### src/pkg/cbm_pkg.sv
// Shared constants and frame carriers for the six programmable message buffers
package cbm_pkg;
	localparam int          NUM_BUFS     = 6;             // Programmable buffers
	localparam int          NUM_FIELDS   = 13;            // Byte fields per buffer
	localparam logic [3:0]  FLD_SIDH     = 4'h0;          // Identifier high byte
	localparam logic [3:0]  FLD_SIDL     = 4'h1;          // Identifier low byte
	localparam logic [3:0]  FLD_EIDH     = 4'h2;          // Extended high byte
	localparam logic [3:0]  FLD_EIDL     = 4'h3;          // Extended low byte
	localparam logic [3:0]  FLD_DLC      = 4'h4;          // Length code register
	localparam logic [3:0]  FLD_DATA0    = 4'h5;          // First payload byte
	localparam logic [3:0]  FLD_CTRL     = 4'hD;          // Full/request/busy word
	localparam logic [8:0]  BUF_STRIDE   = 9'h040;        // Bytes per buffer window
	localparam logic [8:0]  OFS_BSEL     = 9'h180;        // Direction select
	localparam logic [8:0]  OFS_MODE     = 9'h184;        // Operating mode
	localparam logic [7:0]  BSEL_RESET   = 8'h00;         // All buffers receive
	localparam logic [1:0]  MODE_RESET   = 2'h0;          // Legacy mode after reset
	localparam logic [1:0]  MODE_LEGACY  = 2'h0;          // Buffers unusable
	localparam logic [7:0]  SIDL_TX_MASK = 8'hEB;         // Writable bits, ident low
	localparam logic [7:0]  DLC_TX_MASK  = 8'h4F;         // Writable bits, length code
	localparam int          SIDL_SRR     = 4;             // Substitute remote bit
	localparam int          SIDL_EXT     = 3;             // Extended frame flag
	localparam int          DLC_RTR      = 6;             // Remote request bit
	localparam logic [3:0]  DLC_MAX      = 4'h8;          // Largest legal length
	localparam int          CTRL_FULL    = 0;             // Receive full bit
	localparam int          CTRL_REQ     = 1;             // Transmit request bit
	localparam int          CTRL_BUSY    = 2;             // Transmission in progress
	localparam logic [1:0]  RESP_OKAY    = 2'h0;          // Bus answer, good
	localparam logic [1:0]  RESP_SLVERR  = 2'h2;          // Bus answer, unmapped

	// Frame delivered by the protocol engine
	typedef struct packed {
		logic [2:0]  buf_idx;                         // Target buffer
		logic [28:0] ident;                           // Standard id in bits 10:0
		logic        ext;                             // Extended identifier frame
		logic        rtr;                             // Remote request frame
		logic [3:0]  dlc;                             // Data length code
		logic [63:0] data;                            // Byte 0 in bits 7:0
	} cbm_rx_frame_t;

	// Frame handed to the protocol engine
	typedef struct packed {
		logic [28:0] ident;                           // Standard id in bits 10:0
		logic        ext;                             // Extended identifier frame
		logic        rtr;                             // Remote request frame
		logic [3:0]  dlc;                             // Data length code
		logic [63:0] data;                            // Byte 0 in bits 7:0
	} cbm_tx_frame_t;

	// Transmit hand-off states
	typedef enum logic [2:0] {
		TX_IDLE  = 3'b001,
		TX_OFFER = 3'b010,
		TX_BUSY  = 3'b100
	} cbm_tx_state_t;
endpackage : cbm_pkg

### src/verilog/cbm_buffers.sv
// Six programmable message buffers with AXI4-Lite access and engine ports
//
// Chosen here: the placing of the registers and the AXI4-Lite register port.
`timescale 1ns/10ps
module cbm_buffers #(
	parameter int NBUF = cbm_pkg::NUM_BUFS
) (
	input  wire logic                  MCLK_IN,
	input  wire logic                  RST_IN,
	input  wire logic                  S_AXI_AWVALID_IN,
	output logic                       S_AXI_AWREADY_OUT,
	input  wire logic [8:0]            S_AXI_AWADDR_IN,
	input  wire logic                  S_AXI_WVALID_IN,
	output logic                       S_AXI_WREADY_OUT,
	input  wire logic [31:0]           S_AXI_WDATA_IN,
	input  wire logic [3:0]            S_AXI_WSTRB_IN,
	output logic                       S_AXI_BVALID_OUT,
	input  wire logic                  S_AXI_BREADY_IN,
	output logic [1:0]                 S_AXI_BRESP_OUT,
	input  wire logic                  S_AXI_ARVALID_IN,
	output logic                       S_AXI_ARREADY_OUT,
	input  wire logic [8:0]            S_AXI_ARADDR_IN,
	output logic                       S_AXI_RVALID_OUT,
	input  wire logic                  S_AXI_RREADY_IN,
	output logic [31:0]                S_AXI_RDATA_OUT,
	output logic [1:0]                 S_AXI_RRESP_OUT,
	input  wire logic                  RX_VALID_IN,
	output logic                       RX_READY_OUT,
	input  wire cbm_pkg::cbm_rx_frame_t RX_FRAME_IN,
	output logic                       TX_VALID_OUT,
	input  wire logic                  TX_READY_IN,
	output cbm_pkg::cbm_tx_frame_t     TX_FRAME_OUT,
	output logic [2:0]                 TX_BUF_OUT,
	input  wire logic                  TX_DONE_IN
);
	// Bus holding registers
	logic                    aw_held_r;          // Write address taken
	logic                    w_held_r;           // Write data taken
	logic                    awready_r;          // Write address ready, flop copy
	logic                    wready_r;           // Write data ready, flop copy
	logic [8:0]              waddr_r;            // Held write address
	logic [31:0]             wdata_r;            // Held write data
	logic [3:0]              wstrb_r;            // Held byte enables
	logic                    bvalid_r;           // Write answer pending
	logic                    arready_r;          // Read address ready
	logic                    rvalid_r;           // Read answer pending
	logic [31:0]             rdata_r;            // Read answer data
	logic [1:0]              rresp_r;            // Read answer status
	logic [1:0]              bresp_r;            // Write answer status
	// Configuration
	logic [7:0]              bsel_r;             // Direction select
	logic [1:0]              mode_r;             // Operating mode
	logic                    mode_ok;            // Enhanced mode active
	// Per-buffer state
	logic [NBUF-1:0][103:0]  img_w;              // Field bytes of each buffer
	logic [NBUF-1:0]         full_r;             // Receive full flags
	logic [NBUF-1:0]         req_r;              // Transmit request flags
	logic [NBUF-1:0]         lock_w;             // Fields frozen by transmit
	logic [NBUF-1:0]         dir_w;              // One means transmit
	// Two-entry receive buffer
	cbm_pkg::cbm_rx_frame_t  fifo_r [0:1];       // Stored frames
	logic                    wp_r;               // Write slot
	logic                    rp_r;               // Read slot
	logic [1:0]              cnt_r;              // Frames held
	logic                    rx_rdy_r;           // Ready toward engine
	cbm_pkg::cbm_rx_frame_t  rx_head;            // Oldest frame
	logic                    rx_push;            // Engine hands a frame
	logic                    rx_do;              // Oldest frame consumed
	logic                    rx_take;            // Consumed frame is stored
	logic [103:0]            rx_img;             // Stored form of the frame
	// Transmit hand-off
	cbm_pkg::cbm_tx_state_t  tx_st_r;            // Hand-off state
	logic [2:0]              tx_cur_r;           // Buffer being sent
	logic                    tx_valid_r;         // Offer to engine
	cbm_pkg::cbm_tx_frame_t  tx_frame_r;         // Frame offered
	logic                    tx_pick_ok;         // Some buffer requests
	logic [2:0]              tx_pick;            // Lowest requesting buffer
	// Decode
	logic                    wr_do;              // Write performed now
	logic [2:0]              wr_buf;             // Addressed buffer
	logic [3:0]              wr_fld;             // Addressed field
	logic [2:0]              rd_buf;             // Read buffer
	logic [3:0]              rd_fld;             // Read field
	logic [2:0]              last_idx_r;         // Buffer last loaded
	logic [103:0]            last_img;           // Its field bytes

	// Only codes 1 and 2 open the buffers; code 3 is left closed like legacy
	assign mode_ok = (mode_r != cbm_pkg::MODE_LEGACY) && (mode_r != 2'h3);
	assign dir_w   = NBUF'(bsel_r[7:2]);
	assign wr_do   = aw_held_r && w_held_r && !bvalid_r;
	assign wr_buf  = waddr_r[8:6];
	assign wr_fld  = waddr_r[5:2];
	assign rd_buf  = S_AXI_ARADDR_IN[8:6];
	assign rd_fld  = S_AXI_ARADDR_IN[5:2];

	// Write address and data taken in either order
	always_ff @(posedge MCLK_IN or posedge RST_IN) begin
		if (RST_IN) begin
			aw_held_r <= 1'b0;
			w_held_r  <= 1'b0;
			awready_r <= 1'b1;
			wready_r  <= 1'b1;
			waddr_r   <= 9'h000;
			wdata_r   <= 32'h0000_0000;
			wstrb_r   <= 4'h0;
		end else begin
			if (S_AXI_AWVALID_IN && !aw_held_r) begin
				aw_held_r <= 1'b1;
				awready_r <= 1'b0;
				waddr_r   <= S_AXI_AWADDR_IN;
			end else if (wr_do) begin
				aw_held_r <= 1'b0;
				awready_r <= 1'b1;
			end
			if (S_AXI_WVALID_IN && !w_held_r) begin
				w_held_r <= 1'b1;
				wready_r <= 1'b0;
				wdata_r  <= S_AXI_WDATA_IN;
				wstrb_r  <= S_AXI_WSTRB_IN;
			end else if (wr_do) begin
				w_held_r <= 1'b0;
				wready_r <= 1'b1;
			end
		end
	end

	// Write answer, error for unmapped addresses
	always_ff @(posedge MCLK_IN or posedge RST_IN) begin
		if (RST_IN) begin
			bvalid_r <= 1'b0;
			bresp_r  <= cbm_pkg::RESP_OKAY;
		end else if (wr_do) begin
			bvalid_r <= 1'b1;
			bresp_r  <= ((wr_buf < 3'(NBUF) && wr_fld <= cbm_pkg::FLD_CTRL)
				|| waddr_r == cbm_pkg::OFS_BSEL || waddr_r == cbm_pkg::OFS_MODE)
				? cbm_pkg::RESP_OKAY : cbm_pkg::RESP_SLVERR;
		end else if (S_AXI_BREADY_IN) begin
			bvalid_r <= 1'b0;
		end
	end

	// Direction and mode registers
	always_ff @(posedge MCLK_IN or posedge RST_IN) begin
		if (RST_IN) begin
			bsel_r <= cbm_pkg::BSEL_RESET;
			mode_r <= cbm_pkg::MODE_RESET;
		end else if (wr_do && wstrb_r[0]) begin
			if (waddr_r == cbm_pkg::OFS_BSEL)
				bsel_r <= {wdata_r[7:2], 2'b00};
			if (waddr_r == cbm_pkg::OFS_MODE)
				mode_r <= wdata_r[1:0];
		end
	end

	// Read channel, answer one cycle after the address
	always_ff @(posedge MCLK_IN or posedge RST_IN) begin
		if (RST_IN) begin
			arready_r <= 1'b1;
			rvalid_r  <= 1'b0;
			rdata_r   <= 32'h0000_0000;
			rresp_r   <= cbm_pkg::RESP_OKAY;
		end else if (S_AXI_ARVALID_IN && arready_r) begin
			arready_r <= 1'b0;
			rvalid_r  <= 1'b1;
			rresp_r   <= cbm_pkg::RESP_OKAY;
			rdata_r   <= 32'h0000_0000;
			if (S_AXI_ARADDR_IN == cbm_pkg::OFS_BSEL) begin
				rdata_r[7:0] <= bsel_r;
			end else if (S_AXI_ARADDR_IN == cbm_pkg::OFS_MODE) begin
				rdata_r[1:0] <= mode_r;
			end else if (rd_buf >= 3'(NBUF) || rd_fld > cbm_pkg::FLD_CTRL) begin
				rresp_r <= cbm_pkg::RESP_SLVERR;
			end else if (!mode_ok) begin
				rdata_r <= 32'h0000_0000;
			end else if (rd_fld == cbm_pkg::FLD_CTRL) begin
				rdata_r[cbm_pkg::CTRL_FULL] <= full_r[rd_buf];
				rdata_r[cbm_pkg::CTRL_REQ]  <= req_r[rd_buf];
				rdata_r[cbm_pkg::CTRL_BUSY] <= lock_w[rd_buf];
			end else begin
				rdata_r[7:0] <= img_w[rd_buf][rd_fld*8 +: 8];
			end
		end else if (rvalid_r && S_AXI_RREADY_IN) begin
			rvalid_r  <= 1'b0;
			arready_r <= 1'b1;
		end
	end

	// Receive buffer; drain stalls while software writes
	assign rx_push = RX_VALID_IN && rx_rdy_r;
	assign rx_head = fifo_r[rp_r];
	assign rx_do   = (cnt_r != 2'd0) && !wr_do;
	assign rx_take = rx_do && mode_ok && !dir_w[rx_head.buf_idx]
		&& !full_r[rx_head.buf_idx] && rx_head.buf_idx < 3'(NBUF);

	always_ff @(posedge MCLK_IN or posedge RST_IN) begin
		if (RST_IN) begin
			wp_r     <= 1'b0;
			rp_r     <= 1'b0;
			cnt_r    <= 2'd0;
			rx_rdy_r <= 1'b1;
		end else begin
			if (rx_push) begin
				fifo_r[wp_r] <= RX_FRAME_IN;
				wp_r         <= ~wp_r;
			end
			if (rx_do)
				rp_r <= ~rp_r;
			cnt_r    <= cnt_r + 2'(rx_push) - 2'(rx_do);
			rx_rdy_r <= (cnt_r + 2'(rx_push) - 2'(rx_do)) < 2'd2;
		end
	end

	// Stored image of an accepted frame
	always_comb begin
		rx_img = '0;
		rx_img[cbm_pkg::FLD_DLC*8 +: 8] = {1'b0, rx_head.rtr, 2'b00, rx_head.dlc};
		rx_img[cbm_pkg::FLD_DATA0*8 +: 64] = rx_head.data;
		if (rx_head.ext) begin
			rx_img[cbm_pkg::FLD_SIDH*8 +: 8] = rx_head.ident[28:21];
			rx_img[cbm_pkg::FLD_SIDL*8 +: 8] =
				{rx_head.ident[20:18], 1'b1, 1'b1, 1'b0, rx_head.ident[17:16]};
			rx_img[cbm_pkg::FLD_EIDH*8 +: 8] = rx_head.ident[15:8];
			rx_img[cbm_pkg::FLD_EIDL*8 +: 8] = rx_head.ident[7:0];
		end else begin
			rx_img[cbm_pkg::FLD_SIDH*8 +: 8] = rx_head.ident[10:3];
			rx_img[cbm_pkg::FLD_SIDL*8 +: 8] =
				{rx_head.ident[2:0], rx_head.rtr, 1'b0, 3'b000};
		end
	end

	// Per-buffer fields and flags
	genvar g;
	generate
		for (g = 0; g < NBUF; g++) begin : gen_buf
			logic [12:0][7:0] fld_r;                  // Field bytes
			logic             hit;                    // Write addresses this buffer
			logic             load;                   // Frame lands here
			logic [7:0]       mask;                   // Writable bits of field
			assign hit    = wr_do && wr_buf == 3'(g);
			assign load   = rx_take && rx_head.buf_idx == 3'(g);
			assign img_w[g] = fld_r;
			assign lock_w[g] = req_r[g] || (!tx_st_r[0] && tx_cur_r == 3'(g));
			assign mask = (wr_fld == cbm_pkg::FLD_SIDL) ? cbm_pkg::SIDL_TX_MASK :
				(wr_fld == cbm_pkg::FLD_DLC) ? cbm_pkg::DLC_TX_MASK : 8'hFF;

			// Field bytes: engine loads receive, software fills transmit
			always_ff @(posedge MCLK_IN or posedge RST_IN) begin
				if (RST_IN) begin
					fld_r <= '0;
				end else if (load) begin
					fld_r <= rx_img;
				end else if (hit && wstrb_r[0] && wr_fld < cbm_pkg::FLD_CTRL && mode_ok
					&& dir_w[g] && !lock_w[g]) begin
					fld_r[wr_fld] <= wdata_r[7:0] & mask;
				end
			end

			// Full flag: load wins over a clearing write
			always_ff @(posedge MCLK_IN or posedge RST_IN) begin
				if (RST_IN) begin
					full_r[g] <= 1'b0;
				end else if (load) begin
					full_r[g] <= 1'b1;
				end else if (hit && wr_fld == cbm_pkg::FLD_CTRL && wstrb_r[0]
					&& !wdata_r[cbm_pkg::CTRL_FULL]) begin
					full_r[g] <= 1'b0;
				end
			end

			// Transmit request: set by software, ended by the engine
			always_ff @(posedge MCLK_IN or posedge RST_IN) begin
				if (RST_IN) begin
					req_r[g] <= 1'b0;
				end else if (tx_st_r == cbm_pkg::TX_BUSY && TX_DONE_IN
					&& tx_cur_r == 3'(g)) begin
					req_r[g] <= 1'b0;
				end else if (hit && wr_fld == cbm_pkg::FLD_CTRL && wstrb_r[0] && mode_ok
					&& dir_w[g] && wdata_r[cbm_pkg::CTRL_REQ]) begin
					req_r[g] <= 1'b1;
				end
			end
		end
	endgenerate

	// Lowest numbered requesting buffer
	always_comb begin
		tx_pick_ok = 1'b0;
		tx_pick    = 3'd0;
		for (int i = NBUF - 1; i >= 0; i--) begin
			if (req_r[i] && dir_w[i]) begin
				tx_pick_ok = 1'b1;
				tx_pick    = 3'(i);
			end
		end
	end

	// Hand-off of a frame to the engine
	always_ff @(posedge MCLK_IN or posedge RST_IN) begin
		if (RST_IN) begin
			tx_st_r    <= cbm_pkg::TX_IDLE;
			tx_cur_r   <= 3'd0;
			tx_valid_r <= 1'b0;
			tx_frame_r <= '0;
		end else begin
			unique case (tx_st_r)
				cbm_pkg::TX_IDLE: begin
					if (tx_pick_ok && mode_ok) begin
						tx_st_r    <= cbm_pkg::TX_OFFER;
						tx_cur_r   <= tx_pick;
						tx_valid_r <= 1'b1;
						tx_frame_r <= tx_build(img_w[tx_pick]);
					end
				end
				cbm_pkg::TX_OFFER: begin
					if (TX_READY_IN) begin
						tx_st_r    <= cbm_pkg::TX_BUSY;
						tx_valid_r <= 1'b0;
					end
				end
				cbm_pkg::TX_BUSY: begin
					if (TX_DONE_IN)
						tx_st_r <= cbm_pkg::TX_IDLE;
				end
				default: begin
					tx_st_r    <= cbm_pkg::TX_IDLE;
					tx_valid_r <= 1'b0;
				end
			endcase
		end
	end

	// Frame from transmit buffer bytes
	function automatic cbm_pkg::cbm_tx_frame_t tx_build(input logic [103:0] b);
		cbm_pkg::cbm_tx_frame_t f;
		logic [7:0]             sidl;
		logic [7:0]             dlc;
		sidl   = b[cbm_pkg::FLD_SIDL*8 +: 8];
		dlc    = b[cbm_pkg::FLD_DLC*8 +: 8];
		f.ext  = sidl[cbm_pkg::SIDL_EXT];
		f.rtr  = dlc[cbm_pkg::DLC_RTR];
		f.dlc  = (dlc[3:0] > cbm_pkg::DLC_MAX) ? cbm_pkg::DLC_MAX : dlc[3:0];
		f.data = b[cbm_pkg::FLD_DATA0*8 +: 64];
		if (f.ext)
			f.ident = {b[cbm_pkg::FLD_SIDH*8 +: 8], sidl[7:5], sidl[1:0],
				b[cbm_pkg::FLD_EIDH*8 +: 8], b[cbm_pkg::FLD_EIDL*8 +: 8]};
		else
			f.ident = {18'h0_0000, b[cbm_pkg::FLD_SIDH*8 +: 8], sidl[7:5]};
		return f;
	endfunction : tx_build

	// Output registers
	assign S_AXI_AWREADY_OUT = awready_r;
	assign S_AXI_WREADY_OUT  = wready_r;
	assign S_AXI_BVALID_OUT  = bvalid_r;
	assign S_AXI_BRESP_OUT   = bresp_r;
	assign S_AXI_ARREADY_OUT = arready_r;
	assign S_AXI_RVALID_OUT  = rvalid_r;
	assign S_AXI_RDATA_OUT   = rdata_r;
	assign S_AXI_RRESP_OUT   = rresp_r;
	assign RX_READY_OUT      = rx_rdy_r;
	assign TX_VALID_OUT      = tx_valid_r;
	assign TX_FRAME_OUT      = tx_frame_r;
	assign TX_BUF_OUT        = tx_cur_r;

	// Helper: buffer most recently loaded
	always_ff @(posedge MCLK_IN or posedge RST_IN) begin
		if (RST_IN)
			last_idx_r <= 3'd0;
		else if (rx_take)
			last_idx_r <= rx_head.buf_idx;
	end
	assign last_img = img_w[last_idx_r];
endmodule : cbm_buffers

### config.mk
export PLATFORM = sky130hd
export DESIGN_NAME = cbm_buffers
export DESIGN_NICKNAME = d
export VERILOG_FILES = /design/src/pkg/cbm_pkg.sv /design/src/verilog/cbm_buffers.sv
export SDC_FILE = /design/constraint.sdc
export NUM_CORES = 2
export LEC_CHECK = 0
export CAP_MARGIN = 20
export CORE_MARGIN = 2
export CORE_UTILIZATION = 25
export DETAILED_ROUTE_END_ITERATION = 8
export DONT_BUFFER_PORTS = 1
export PLACE_DENSITY_LB_ADDON = 0.2
export SLEW_MARGIN = 25
export SYNTH_ARGS = -nofsm -noshare
export SYNTH_HDL_FRONTEND = slang
export SYNTH_SLANG_ARGS = --single-unit
### constraint.sdc
create_clock -name MCLK_IN -period 35.5 [get_ports MCLK_IN]
set_clock_uncertainty 0.2 [all_clocks]
set_input_delay 0 -clock MCLK_IN [delete_from_list [all_inputs] [get_ports MCLK_IN]]
set_output_delay 0 -clock MCLK_IN [all_outputs]
set_load 0.05 [all_outputs]
== Word level (Yosys, flattened, before mapping) ==
Memories as Yosys holds them, arrays and structs flattened.
Cells that the tools add are included.

* Bits in registers: 816
* RAM bits: 204
* Input bits: 166
* Logic and storage cells: 448
* Memories: 1

{| class="wikitable"
|+ Memory list
! memory !! depth !! bits a word !! rd ports !! clocked after Yosys merged registers in !! wr ports !! line !! RTL
|-
| fifo_r || 2 || 102 || 1 || 0 || 1 || cbm_buffers.sv:61 || <nowiki>cbm_pkg::cbm_rx_frame_t fifo_r [0:1];</nowiki>
|}

* $add $sub $neg: 2
* Magnitude comparators: 13
* Eq/ne operators: 30
* Shifts and indexed selects: 1
* Multiplexer cells: 109
* Bitwise logic cells: 4
* Reduce and logical (&&, ||, !) cells: 171

{| class="wikitable"
|+ Operators by type and width
! cell !! count
|-
| $mux W104 || 14
|-
| $bmux W104 S3 || 2
|-
| $bwmux W104 || 6
|-
| $logic_and A1 B1 Y1 || 115
|-
| $shiftx A104 B8 Y8 || 1
|-
| $mux W1 || 51
|-
| $mux W8 || 6
|-
| $reduce_bool A2 Y1 || 24
|-
| $eq A9 B9 Y1 const B || 4
|-
| $demux W8 S4 || 1
|-
| $mux W16 || 2
|-
| $mux W3 || 10
|-
| $mux W29 || 1
|-
| $mux W24 || 1
|-
| $eq A3 B2 Y1 const B || 7
|-
| $eq A3 B3 Y1 const B || 7
|-
| $bmux W1 S3 || 5
|-
| $logic_not A1 Y1 || 15
|-
| $eq A3 B1 Y1 const B || 4
|-
| $lt A3 B4 Y1 const B || 3
|-
| $mux W2 || 5
|-
| $logic_not A3 Y1 || 3
|-
| $logic_or A1 B1 Y1 || 9
|-
| $pmux W3 S3 || 1
|-
| other kinds (22) || 33
|}

== Logic depth before layout (Yosys ltp) ==
* Depth in word-level cells: 11
* Mapped depth: 12
* Mapped depth without buffers: 8

== Worst setup path after synthesis ==
No wires, ideal clock.

* Path type: flip-flop to flip-flop
* From: reg rx_rdy_r, in the netlist RX_READY_OUT
* To: mem fifo_r[1][0] (netlist name) (enable)
* Setup time: 711 ps
* Data arrival time: 8,304 ps
* Data required time: 34,589 ps
* Path slack: 26,285 ps
* Cell stages (with the launch flop): 3
* Clock period less this slack: 9,215 ps
* Cell sequence: dfstp_2 -> nand2_1 -> nor3b_1

* Longest elaborated chain between the ends: 4

{| class="wikitable"
|+ RTL lines
! what !! line !! RTL
|-
| from (decl) || cbm_buffers.sv:65 || <nowiki>logic rx_rdy_r;</nowiki>
|-
| from (signal assigned) || cbm_buffers.sv:209 || <nowiki>rx_rdy_r <= (cnt_r + 2'(rx_push) - 2'(rx_do)) < 2'd2;</nowiki>
|-
| $logic_and A1 B1 Y1 || cbm_buffers.sv:189 || <nowiki>assign rx_push = RX_VALID_IN && rx_rdy_r;</nowiki>
|-
| $mux W1 || cbm_buffers.sv:202 || <nowiki>if (rx_push) begin</nowiki>
|-
| $logic_and A1 B1 Y1 (implied by the code) || cbm_buffers.sv:203 || <nowiki>fifo_r[wp_r] <= RX_FRAME_IN;</nowiki>
|-
| $mux W1 (implied by the code) || cbm_buffers.sv:203 ||
|-
| to (decl) || cbm_buffers.sv:61 ||
|}

No other way between the ends.

== Final worst setup path ==
* From: in S_AXI_ARADDR_IN[3]
* To: reg rdata_r[5], in the netlist S_AXI_RDATA_OUT[5]

* Longest elaborated chain between the ends: 6

{| class="wikitable"
|+ RTL lines
! what !! line !! RTL
|-
| from (decl) || cbm_buffers.sv:22 || <nowiki>input wire logic [8:0] S_AXI_ARADDR_IN,</nowiki>
|-
| $shiftx A104 B8 Y8 or $eq A4 B4 Y1 (tied branches) || cbm_buffers.sv:180, cbm_buffers.sv:175 ||
|-
| $mux W5 || cbm_buffers.sv:175 || <nowiki>end else if (rd_fld == cbm_pkg::FLD_CTRL) begin</nowiki>
|-
| $mux W8 || cbm_buffers.sv:173 || <nowiki>end else if (!mode_ok) begin</nowiki>
|-
| $mux W8 || cbm_buffers.sv:171 || <nowiki>end else if (rd_buf >= 3'(NBUF) || rd_fld > cbm_pkg::FLD_CTRL) begin</nowiki>
|-
| $mux W6 || cbm_buffers.sv:169 || <nowiki>end else if (S_AXI_ARADDR_IN == cbm_pkg::OFS_MODE) begin</nowiki>
|-
| $mux W8 (*) || cbm_buffers.sv:167 || <nowiki>if (S_AXI_ARADDR_IN == cbm_pkg::OFS_BSEL) begin</nowiki>
|-
| to (signal assigned) || cbm_buffers.sv:168 || <nowiki>rdata_r[7:0] <= bsel_r;</nowiki>
|-
| to (signal, indexed assignment) || cbm_buffers.sv:176 || <nowiki>rdata_r[cbm_pkg::CTRL_FULL] <= full_r[rd_buf];</nowiki>
|-
| to (signal, indexed assignment) || cbm_buffers.sv:177 || <nowiki>rdata_r[cbm_pkg::CTRL_REQ] <= req_r[rd_buf];</nowiki>
|-
| to (decl) || cbm_buffers.sv:47 || <nowiki>logic [31:0] rdata_r;</nowiki>
|}

Mark *: on every way between the ends. The rest lies on a longest branch, timed or not.
A chain may end at the register's enable or synchronous reset.

==> impl_metrics.yaml <==
run_status:
  status: "finished, final reports clean"
clocking:
  clk_pin_slew_worst_paths_ns: 0.06
  postCtsResizedCells: 0
  clk_latency_ns: 0.80
  cts_buffers: 120
  cts_tree: "yes"
  clockBufferDepth: 3
  cts.sinks: 994
  clock-root-buffer: "clkbuf_16"
  htreeDepth: 3
routing:
  drt_iter0_drc: 4634
  drt-vias-per-instance: 5.257
  drtAntennaViolNets: 0
  wl_per_cell_um: 28.10
  routed_wl_mm: 238.1
  dr.pass1.iters: 8
  vias: 44551
  route.detailed.drc: 0
floorplan:
  die_x_um: 466.5
  row_count: 169
  coreArea_um2: 212300
  start_util_pct: 25.19
  die_h_um: 466.5
  io_pins: 311
  die_area_um2: 217600
synthesis:
  async_flop_share_pct: 79.48
  synth_seq_cells: 994
  yosysMostFrequentCell: "nand2_1"
  synthFlopType: "dfrtp_1"
  synth.top_cell.area_share_pct: 36.73
  synth_top_family_by_area: "multiplexers"
  yosys-top-cells-count: "nand2_1, dfrtp_1, mux2i_1, o21ai_0, nor2_1"
  synthAdderAreaFrac_pct: 0.04679
  synth_edf_count: 204
  ys_seq_area_share_pct: 48.43
  synth-xor-area-share_pct: 0.1310
  yosys_warnings: 0
  synthTopCellsByArea: "dfrtp_1, mux2i_1, edfxtp_1"
  synth_area_per_cell_um2: 9.780
  yosys.cell_types.count: 78
  yosys.area.top_type: "dfrtp_1"
  yosys.area_share.simple_pct: 14.94
  synth_compound_area_share_pct: 14.48
  netlist_area_um2: 53480
  synthCells: 5468
  muxShareOfSynthArea_pct: 18.06
setup_path:
  startpoint: "S_AXI_ARADDR_IN[3]"
  endpoint: "S_AXI_RDATA_OUT[5]"
  cpPeakStageDelay_ns: 1.11
  cp_max_fo: 13
  critical_path_class: "in -> reg"
  crit_path_start_kind: "primary input"
  rrSetupSlack_ns: 31.13
  r2r-end: "TX_FRAME_OUT[75]"
  crit_top_cell: "dlygate4sd3_1"
  worstPathArrival_ns: 5.47
  cp.required_ns: 36.02
  cp_cell_sequence: "dlygate4sd3_1, a21boi_1, nand2_1, buf_4, a21oi_1, o211ai_1, dlygate4sd3_1, o211ai_1, dlygate4sd3_1, a21oi_1, dlygate4sd3_1, o221ai_1, dlygate4sd3_1"
  crit-reg2reg-launch: "bsel_r[3]"
  end_kind: "register"
  crit_path_top_delay_cell: "dlygate4sd3_1"
  rr_worst_depth: 9
placed_design:
  numPortBuffers: 0
  dp_hpwl_mm: 147.1
  gp_congestion: 0.8824
  placed_area_um2: 56040
sta:
  drv_slew: 0
  timing.final.hold_violations: 0
  holdWs_ns: 0.03961
  setup_viol: 0
  timing.final.crit_period_ns: 4.950
  fmax_mhz: 202.0
  min_period_over_period_pct: 13.94
  rsz0062_at_grt: "false"
  setup_tns_ns: 0
  worst_pin_slew_ns: 1.158
  maxSlewHeadroom_pct: 22.78
power_and_ir_drop:
  combPwrFrac_pct: 25.5
  peakVddDrop_mv: 0.04040
  power.internal_mw: 2.301
  p_seq_share_pct: 39.7
  switching_share_pct: 37.40
  power.density_nw_per_um2: 58.12
  clock_power_share_pct: 34.8
  power_mw: 3.675
  p_switching_mw: 1.375
  leakage_nw: 26.24
worst_hold_path:
  hold_path_class: "in -> reg"
  hold_depth: 4
global_routing:
  antenna_found_initial: 18
  grt-ovfl-total: 0
  grt_pass1_wl_mm: 337.7
  grt_pass1_vias: 42768
  grt_max_degree: 198
  grtUsageTotal_pct: 21.37
layout:
  layout.nets: 5702
  final.fill_count: 22133
  drive_gt1_share_pct: 11.20
  seq_area_um2: 25910
  multiInputGateArea_um2: 25780
  area_growth_syn_to_layout_pct: 18.24
  fin_util_pct: 29.78
  final_area_um2: 63230
flow_run:
  maxCapViolCount: 0
-- power groups by stage --
stage | logic [mW] | clock network [mW] | registers [mW]
2_1_floorplan | 0.552 | 0 | 1.40
3_3_place_gp | 0.863 | 0 | 1.48
3_5_place_dp | 0.867 | 0 | 1.48
4_1_cts | 0.926 | 1.31 | 1.46
5_1_grt | 0.989 | 1.35 | 1.47
6_report | 0.937 | 1.28 | 1.46
-- metal layers --
metal	GRT usage [%]	share of wire (%)	routed length (um)	vias to the layer above
met3	4.033	7.3	17290	386
met5	0	0	0	-
met2	32.09	44	103700	1864
met4	9.253	4.5	10610	0
li1	-	-	-	19763
met1	29.82	45	106500	22538
-- flip-flops by register name (all words and copies together), names as in the netlist, 2 cells and up --
register,count
gen_buf.fld_r,624
fifo_r,204
TX_FRAME_OUT,99
waddr_r,9
S_AXI_RDATA_OUT,8
wdata_r,8
bsel_r,6
full_r,6
req_r,6
TX_BUF_OUT,3
tx_st_r,3
cnt_r,2
mode_r,2
-- per-stage QoR --
stage / worst slack [ns] / std cells
6_report: 30.55 / 8474
5_1_grt: 30.64 / 8473
4_1_cts: 30.76 / 8458
3_5_place_dp: 31.13 / 7934
3_3_place_gp: 31.08 / 7933
2_1_floorplan: 13.13 / 5493
-- layout make-up --
| cell class | instances | share of cell area (%) |
|---|---|---|
| timing repair buffer | 389 | 6.178 |
| tap | 2821 | 5.582 |
| multi-input combinational | 4013 | 40.77 |
| clock inverter | 59 | 0.9656 |
| sequential | 994 | 40.98 |
| inverter | 16 | 0.1069 |
| antenna | 11 | 0.04353 |
| clock buffer | 171 | 5.372 |
-- logic make-up after synthesis --
logic type	after synthesis
AND/OR/NAND/NOR	1872
AO/OA/AOI/OAI	1265
flip-flops	994
multiplexers	840
buffers and inverters	486
XOR/XNOR	8
adder cells (fa/ha/maj)	2
other	1
-- critical path, delay by kind of cell --
kind,cells,cell delay (ns)
AND/OR/NAND/NOR,1,0.40
buffers and inverters,6,3.79
AO/OA/AOI/OAI,6,1.26
-- how the worst min path moves through the flow --
stage                      from                 to  slack, ns
2_1_floorplan  S_AXI_ARVALID_IN  S_AXI_ARREADY_OUT      -0.14
5_1_grt              TX_DONE_IN           req_r[5]       0.08
3_3_place_gp             RST_IN               wp_r      -0.15
6_report             TX_DONE_IN           req_r[1]       0.04
4_1_cts              TX_DONE_IN           req_r[5]      0.008
3_5_place_dp             RST_IN               wp_r      -0.14
-- layout by cell type, fill, tap and decap left out, drive strengths merged, types with 106 or more instances in the layout --
master	synthesis	routed
dlygate4sd3	0	288
clkbuf	287	171
o21ai	640	640
dfrtp	785	785
nor2	343	343
nand3	107	107
a21oi	151	151
mux2	127	127
a31oi	106	106
nand2	1215	1215
edfxtp	204	204
mux2i	627	627
-- timing repair --
| item | in CTS | in global routing |
|---|---|---|
| hold endpoints to repair | 848 | 0 |
| hold buffers | 294 | 0 |
| buffers inserted | 0 | 0 |
| setup endpoints to repair | 0 | 0 |
(Power assumes the default switching activity.)
